File: config.mk
export PLATFORM = sky130hd
export DESIGN_NAME = dmx_exec
export DESIGN_NICKNAME = d
export VERILOG_FILES = /design/src/hdl/dmx_addr_resolve.v /design/src/hdl/dmx_exec.v /design/src/hdl/dmx_phase_gen.v
export VERILOG_INCLUDE_DIRS = /design/src /design/src/hdl
export SDC_FILE = /design/constraint.sdc
export NUM_CORES = 1
export LEC_CHECK = 0
export ABC_AREA = 1
export ABC_CLOCK_PERIOD_IN_PS = 2200
export BUFFER_PORTS_ARGS = -buffer_cell sky130_fd_sc_hd__buf_2
export CAP_MARGIN = 20
export CORE_UTILIZATION = 30
export CTS_CLUSTER_DIAMETER = 100
export DETAILED_ROUTE_END_ITERATION = 6
export HOLD_SLACK_MARGIN = 0.1
export PLACE_DENSITY_LB_ADDON = 0.15
export SLEW_MARGIN = 10
export SYNTH_ARGS = -nofsm -noshare
export SYNTH_HDL_FRONTEND = slang
export SYNTH_HIERARCHICAL = 1
export SYNTH_SLANG_ARGS = --single-unit
File: constraint.sdc
create_clock -name i_clock -period 2.2 [get_ports i_clock]
set_input_delay 0.22 -clock i_clock [delete_from_list [all_inputs] [get_ports i_clock]]
set_output_delay 0.22 -clock i_clock [all_outputs]
set_load 0.02 [all_outputs]
File: src/hdl/dmx_defines.vh
// Summary of operation
// - pointer load writes its 12-bit literal into the selected one of three pointers.
// - register move 0101_00da copies addressed register to destination chosen by d.
// - d zero sends result to accumulator; d one writes it back to register.
// - the 8-bit register address reaches any byte of the selected 256-byte bank.
// - bank bit zero, outside the indexed case below, resolves the address inside the fixed access bank.
// - bank bit one uses bank select register as upper address bits.
// - extended set, bank bit zero, address at most 95 uses indexed literal offset.
// - memory move takes 12-bit source and destination across 000h to FFFh.
// - memory move words are 1100 plus source, then 1111 plus destination.
// - memory move may name the accumulator as source or destination like memory.
// - memory move occupies two words and two instruction cycles.
`ifndef DMX_DEFINES_VH
`define DMX_DEFINES_VH
`define DMX_OP_PTR_LOAD   8'hee
`define DMX_OP_PTR_LOAD2  8'hf0
`define DMX_OP_REG_MOVE   6'h14
`define DMX_OP_MEM_MOVE   4'hc
`define DMX_OP_SECOND     4'hf
`define DMX_IDX_LIMIT     8'h5f
`define DMX_ACC_ADDR      12'hfe8
`define DMX_PTR0_LOW      12'hfe9
`define DMX_PTR1_LOW      12'hfe1
`define DMX_PTR2_LOW      12'hfd9
`define DMX_ACCESS_SPLIT  8'h80
`define DMX_SFR_PAGE      4'hf
`endif

File: src/hdl/dmx_addr_resolve.v
`timescale 1ns/1ps
`include "dmx_defines.vh"
module dmx_addr_resolve (
  input  wire [7:0]  i_faddr,
  input  wire        i_bank_bit,
  input  wire [3:0]  i_bank_sel,
  input  wire        i_ext_en,
  input  wire [11:0] i_ptr2,
  output reg  [11:0] o_addr
);
  always @*
  begin
    if (i_bank_bit)
      o_addr = {i_bank_sel, i_faddr};
    else if (i_ext_en && (i_faddr <= `DMX_IDX_LIMIT))
      o_addr = i_ptr2 + {4'h0, i_faddr};
    else if (i_faddr < `DMX_ACCESS_SPLIT)
      o_addr = {4'h0, i_faddr};
    else
      o_addr = {`DMX_SFR_PAGE, i_faddr};
  end
endmodule // dmx_addr_resolve

File: src/hdl/dmx_exec.v
`timescale 1ns/1ps
`include "dmx_defines.vh"
module dmx_exec (
  input  wire        i_clock,
  input  wire        i_rst_n,
  input  wire [15:0] i_instr,
  input  wire        i_instr_valid,
  input  wire        i_ext_en,
  input  wire [3:0]  i_bank_sel,
  input  wire [7:0]  i_rd_data,
  output reg  [11:0] o_addr,
  output reg         o_rd,
  output reg         o_wr,
  output reg  [7:0]  o_wr_data,
  output wire [3:0]  o_phase,
  output wire        o_busy,
  output wire        o_illegal,
  output wire [7:0]  o_acc,
  output wire [11:0] o_ptr0,
  output wire [11:0] o_ptr1,
  output wire [11:0] o_ptr2
);
  localparam ST_IDLE = 3'b001;
  localparam ST_PTR2 = 3'b010;
  localparam ST_MOV2 = 3'b100;
  reg  [2:0]  state_r;
  reg  [2:0]  state_nxt;
  reg  [15:0] ir_r;
  reg  [1:0]  psel_r;
  reg  [3:0]  phigh_r;
  reg  [11:0] ptr_r [0:2];
  reg  [7:0]  acc_r;
  reg  [7:0]  data_r;
  reg         illegal_r;
  reg  [11:0] res_addr_r;
  wire [3:0]  ph;
  wire [11:0] res_addr;
  wire        is_ptr;
  wire        is_rmov;
  wire        is_mmov;
  dmx_phase_gen u_phase (
    .i_clock (i_clock),
    .i_rst_n (i_rst_n),
    .o_phase (ph)
  );
  dmx_addr_resolve u_res (
    .i_faddr    (i_instr[7:0]),
    .i_bank_bit (i_instr[8]),
    .i_bank_sel (i_bank_sel),
    .i_ext_en   (i_ext_en),
    .i_ptr2     (ptr_r[2]),
    .o_addr     (res_addr)
  );
  assign o_phase = ph;
  assign is_ptr  = (i_instr[15:8] == `DMX_OP_PTR_LOAD) && (i_instr[5:4] != 2'b11);
  assign is_rmov = (i_instr[15:10] == `DMX_OP_REG_MOVE);
  assign is_mmov = (i_instr[15:12] == `DMX_OP_MEM_MOVE);
  assign o_busy  = (state_r != ST_IDLE);
  assign o_illegal = illegal_r;
  assign o_acc   = acc_r;
  assign o_ptr0  = ptr_r[0];
  assign o_ptr1  = ptr_r[1];
  assign o_ptr2  = ptr_r[2];
  function [7:0] rd_byte;
    input [11:0] a;
    begin
      if (a == `DMX_ACC_ADDR)
        rd_byte = acc_r;
      else
        rd_byte = i_rd_data;
    end
  endfunction
  always @*
  begin
    state_nxt = state_r;
    case (state_r)
      ST_IDLE:
      begin
        if (ph[3] && i_instr_valid && is_ptr)
          state_nxt = ST_PTR2;
        else if (ph[3] && i_instr_valid && is_mmov)
          state_nxt = ST_MOV2;
      end
      ST_PTR2: if (ph[3] && i_instr_valid) state_nxt = ST_IDLE;
      ST_MOV2: if (ph[3] && i_instr_valid) state_nxt = ST_IDLE;
      default: state_nxt = ST_IDLE;
    endcase
  end
  always @*
  begin
    o_addr = 12'h000;
    o_rd   = 1'b0;
    if (state_r == ST_IDLE && i_instr_valid && ph[1])
    begin
      if (is_rmov)
      begin
        o_addr = res_addr;
        o_rd   = 1'b1;
      end
      else if (is_mmov)
      begin
        o_addr = i_instr[11:0];
        o_rd   = (i_instr[11:0] != `DMX_ACC_ADDR);
      end
    end
    else if (state_r == ST_IDLE && ph[3])
      o_addr = res_addr_r;
    else if (state_r == ST_MOV2 && ph[3])
      o_addr = i_instr[11:0];
  end
  always @(posedge i_clock)
  begin
    if (!i_rst_n)
    begin
      state_r    <= ST_IDLE;
      ir_r       <= 16'h0000;
      psel_r     <= 2'h0;
      phigh_r    <= 4'h0;
      ptr_r[0]   <= 12'h000;
      ptr_r[1]   <= 12'h000;
      ptr_r[2]   <= 12'h000;
      acc_r      <= 8'h00;
      data_r     <= 8'h00;
      illegal_r  <= 1'b0;
      res_addr_r <= 12'h000;
      o_wr       <= 1'b0;
      o_wr_data  <= 8'h00;
    end
    else
    begin
      state_r <= state_nxt;
      o_wr    <= 1'b0;
      if (ph[0] && i_instr_valid)
        ir_r <= i_instr;
      if (state_r == ST_IDLE && i_instr_valid && ph[1])
      begin
        if (is_rmov)
        begin
          data_r     <= rd_byte(res_addr);
          res_addr_r <= res_addr;
        end
        else if (is_mmov)
          data_r <= rd_byte(i_instr[11:0]);
      end
      if (state_r == ST_IDLE && i_instr_valid && ph[2] && is_ptr)
      begin
        psel_r  <= i_instr[5:4];
        phigh_r <= i_instr[3:0];
      end
      if (state_r == ST_IDLE && i_instr_valid && ph[3])
      begin
        if (is_ptr)
          ptr_r[i_instr[5:4]] <= {i_instr[3:0], ptr_r[i_instr[5:4]][7:0]};
        else if (is_rmov && !i_instr[9])
          acc_r <= data_r;
        else if (is_rmov)
        begin
          o_wr      <= 1'b1;
          o_wr_data <= data_r;
        end
      end
      if (state_r == ST_PTR2 && ph[3] && i_instr_valid)
      begin
        illegal_r <= (i_instr[15:8] != `DMX_OP_PTR_LOAD2);
        ptr_r[psel_r] <= {phigh_r, i_instr[7:0]};
      end
      if (state_r == ST_MOV2 && ph[3] && i_instr_valid)
      begin
        illegal_r <= (i_instr[15:12] != `DMX_OP_SECOND);
        if (i_instr[11:0] == `DMX_ACC_ADDR)
          acc_r <= data_r;
        else
        begin
          o_wr      <= 1'b1;
          o_wr_data <= data_r;
        end
      end
    end
  end
endmodule // dmx_exec

File: src/hdl/dmx_phase_gen.v
`timescale 1ns/1ps
module dmx_phase_gen (
  input  wire       i_clock,
  input  wire       i_rst_n,
  output wire [3:0] o_phase
);
  reg [3:0] phase_r;
  always @(posedge i_clock)
  begin
    if (!i_rst_n)
      phase_r <= 4'h1;
    else
      phase_r <= {phase_r[2:0], phase_r[3]};
  end
  assign o_phase = phase_r;
endmodule // dmx_phase_gen
==> metrics.md <==
| Metric | Value |
|---|---|
| Post-detailed-routing wire length | `16.8 mm` |
| FMAX | `383 MHz` |
| Largest family of logic cells by synthesized area | `simple AND/OR/NAND/NOR gates` |
| Gpl congestion | `0.876` |
| Failing checks | `setup timing` |
| Largest net degree at the start of global routing | `24` |
| Worst skew pair latency | `0.36 ns` |
| ANT cells | `0` |
| Final Hold Fails | `0` |
| Crit-path most repeated cell | `buf_4` |
| Clock tree buffer depth | `2` |
| Unique masters post-synth | `39` |
| Mapped Nets | `707` |
| Mux contribution to synthesized area | `0%` |
| CP Launch Type | `flop` |
| CTS Sinks | `87` |
| Req. time, crit path | `1.98 ns` |
| Design Area, Final | `6860 um^2` |
| Min Tclk post-route | `approximately 2.6 ns` |
| Hold Path Class | `input port to flop` |
| Number of vias per cell | `just under 5` |
| Register area share after synthesis | `43.3%` |
| Die height | `129 um` |
| Worst Slack Setup Final | `-0.411 ns` |
| Mapped Area | `4860 um^2` |
| Xor and xnor area share after synthesis | `roughly 1.1%` |
| Max-Cap Viols | `0` |
| Post-Route Setup TNS | `-5.25 ns` |
| Slowest stage delay, CP | `0.38 ns` |
| #FFs+latches synth | `87` |
| Core Area | `15800 um^2` |
| Yosys Warn Count | `6` |
| Layout Skew | `0.00800 ns` |
| Routed Antenna Nets | `0` |
| Final cell count without fillers | `1057` |
| Via count | `5128` |
| Die Area | `16700 um^2` |
| Site Rows | `46` |
| CP delay by family, top | `adder cells` |
| Synthesized area per cell | `7.29 um^2` |
| Outcome | `finished with violations` |
| Lkg Pwr | `3.27 nW` |
| Global-route wire length before repair | `26.2 mm` |
| Ports | `104` |
| CP max stage cell | `edfxtp_1` |
| CTS tree | `yes` |
| Pwr Density | `566 nW/um^2` |
| Drt drc | `0` |
| Pint | `2.82 mW` |
| Hpwl dp | `12.5 mm` |
| Worst slew pin tran | `0.492 ns` |
| Setup WS pre-CTS | `-0.318 ns` |
| Max-slew violations | `0` |
| Crit path cell chain | `ha_2 > inv_2 > fa_2 > nand3b_1 > nand4_1 > nand3_2 > a21oi_2 > buf_4 > nand2_4 > o211ai_1 > buf_4` |
| Mapped Cells | `666` |
| Setup crit end kind | `output pin` |
| Area delta synth->final | `41.2%` |
| # nets final | `877` |
| Initial antenna violation count | `0` |
| CP max FO | `3` |
| Clock root cell | `clkbuf_16` |
| Inst Count DP | `between 1k and 1.5k` |
| Chip Width | `129 um` |
| RSZ-0062 raised after global routing | `true` |
| Max_slew headroom | `66.8%` |
| Setup violators final | `18` |
| Hold buffers post-CTS | `0` |
| Adder-cell share of the synthesized area | `between 2 and 2.5%` |
| Crit path buf inv count | `3` |
| Total grt overflow | `0` |
| Switch share | `27.4%` |
| Maximum VDD drop | `433 uV` |
| IO buf count | `103` |
| Crit share post-route | `119%` |
| Cts bufs inserted | `9` |
| Critical path type | `flop to output pin` |
| Layout cells sized above 1 | `33.4%` |
| Simple-gate portion of the synthesized area | `34.8%` |
| WP data arrival | `2.39 ns` |
| Dpl cell area | `6080 um^2` |
| Vias in the first global route | `between 5k and 6k` |
| Synth Area in Compound Gates | `roughly a tenth` |
| CTS clock-pin slew for the worst setup and hold paths | `0.07 ns` |
| Initial cell density of the core | `a little under a third` |
| Switch Pwr | `1.06 mW` |
| First-pass detailed-route iteration total | `4` |
| H-tree depth | `3` |
| Routed len/inst | `about 16 um` |
| Seq pwr share | `44.3%` |
| Combinational Power Share | `14.7%` |
| Clock Power Share | `41.0%` |
| DRT iter0 DRCs | `332` |
| GRT Overall Usage | `roughly a fifth` |
layout by cell type, fill, tap and decap left out, drive strengths merged, types with 2 or more instances in the layout:
| cell | synthesis | routed |
|---|---|---|
| clkinv | 1 | 6 |
| a21oi | 43 | 43 |
| nor3 | 19 | 19 |
| xnor2 | 2 | 2 |
| o21ai | 33 | 33 |
| nand4 | 17 | 17 |
| nand2 | 177 | 178 |
| edfxtp | 36 | 36 |
| xor2 | 4 | 4 |
| ha | 8 | 8 |
| buf | 8 | 172 |
| nor2 | 80 | 81 |
| dfxtp | 51 | 51 |
| clkbuf | 8 | 9 |
| inv | 88 | 89 |
| o211ai | 2 | 2 |
| nand3 | 80 | 80 |
worst register-to-register path, cell delays in order (launching register included):
cell and delay [ns]:
edfxtp_1 0.38, ha_2 0.20, inv_2 0.04, fa_2 0.37
nand3b_1 0.20, nand4_1 0.11, nand3_2 0.09, a21oi_2 0.18
nand2_2 0.11, nor2_4 0.23, nand3_4 0.16, nand2_1 0.10
nand3_1 0.07, nand3_1 0.08, nand2_1 0.05, inv_1 0.04
area by class of cell:
class                   instances  area (um^2)
multi-input cells             476         2700
inverters                      89          339
repair buffers                172         1140
repair inverters                1         5.00
flip-flops and latches         87         2100
fillers                      1668         8970
well taps                     216          270
clock inverters                 7         78.8
clock buffers                   9          225
layer usage:
metal,global-route usage [%],vias up,routed length [um]
li1,-,2535,-
met1,25.5,2421,7460
met2,36.6,154,8240
met3,3.96,18,846
met4,7.75,0,296
met5,0,-,0
flip-flops by register name, summed over array words and instances, names as in the netlist:
name,flops
state_r,3
psel_r,2
o_illegal,1
phigh_r,4
o_acc,8
u_phase/o_phase,4
data_r,8
o_wr_data,8
ptr_r,36
o_wr,1
res_addr_r,12
path summary, 6_finish.rpt:
kind	startpoint	endpoint	slack (ns)	cells past startpoint
max reg2reg	ptr_r[2][0]$_SDFFCE_PN0P_	data_r[2]$_SDFFE_PN0P_	-0.28	15
max	ptr_r[2][0]$_SDFFCE_PN0P_	o_addr[10]	-0.41	11
min reg2reg	u_phase/o_phase[0]$_SDFF_PN1_	u_phase/o_phase[1]$_SDFF_PN0_	0.46	2
min	i_instr[13]	o_illegal$_SDFFE_PN0P_	0.23	4
synth_stat cells (all sizes together):
cell type	instances	area [um^2]
fa	1	20.0
clkinv	1	3.75
o21ai	33	176
nor3	19	106
clkbuf	8	40.0
xnor2	2	17.5
edfxtp	36	1080
or2	1	6.26
nand4	17	106
o31ai	1	7.51
dfxtp	51	1020
inv	88	330
nand2	177	689
ha	8	100
o211ai	2	15.0
a31o	1	8.76
nand3b	1	7.51
nand3	80	428
o21bai	1	11.3
a21boi	1	7.51
a21o	1	7.51
nor2	80	338
nor4	1	6.26
a21oi	43	223
xor2	4	35.0
buf	8	62.6
what timing repair did:
action | CTS | global route
buffers inserted | 4 | 1
pin swaps | 25 | 18
setup endpoints to repair | 20 | 21
gates cloned | 1 | 2
gates resized for setup | 61 | 31
through the flow:
step | hold slack [ns] | utilization (%) | power [mW]
finish | 0.235 | 43.3 | 3.88
global route | 0.255 | 43.3 | 4.05
CTS | 0.220 | 42.4 | 3.91
detailed placement | 0.445 | 38.4 | 2.25
global placement | 0.421 | 38.4 | 2.25
floorplan | 0.289 | - | 2.01
power by group through the flow:
| stage | clock network (mW) | logic (mW) | registers (mW) |
|---|---|---|---|
| 3_5_place_dp | 0 | 0.499 | 1.76 |
| 4_1_cts | 1.64 | 0.550 | 1.72 |
| 5_1_grt | 1.70 | 0.619 | 1.72 |
| 6_report | 1.59 | 0.570 | 1.72 |
| 2_1_floorplan | 0 | 0.225 | 1.79 |
| 3_3_place_gp | 0 | 0.499 | 1.76 |
logic make-up (layout without fill, tap and decap cells):
group | count (synthesis) | in the layout
compound gates | 83 | 83
xor+xnor | 6 | 6
fa+ha+maj | 9 | 9
buf+inv | 105 | 278
flops | 87 | 87
simple gates | 376 | 378
(Power assumes the default switching activity.)
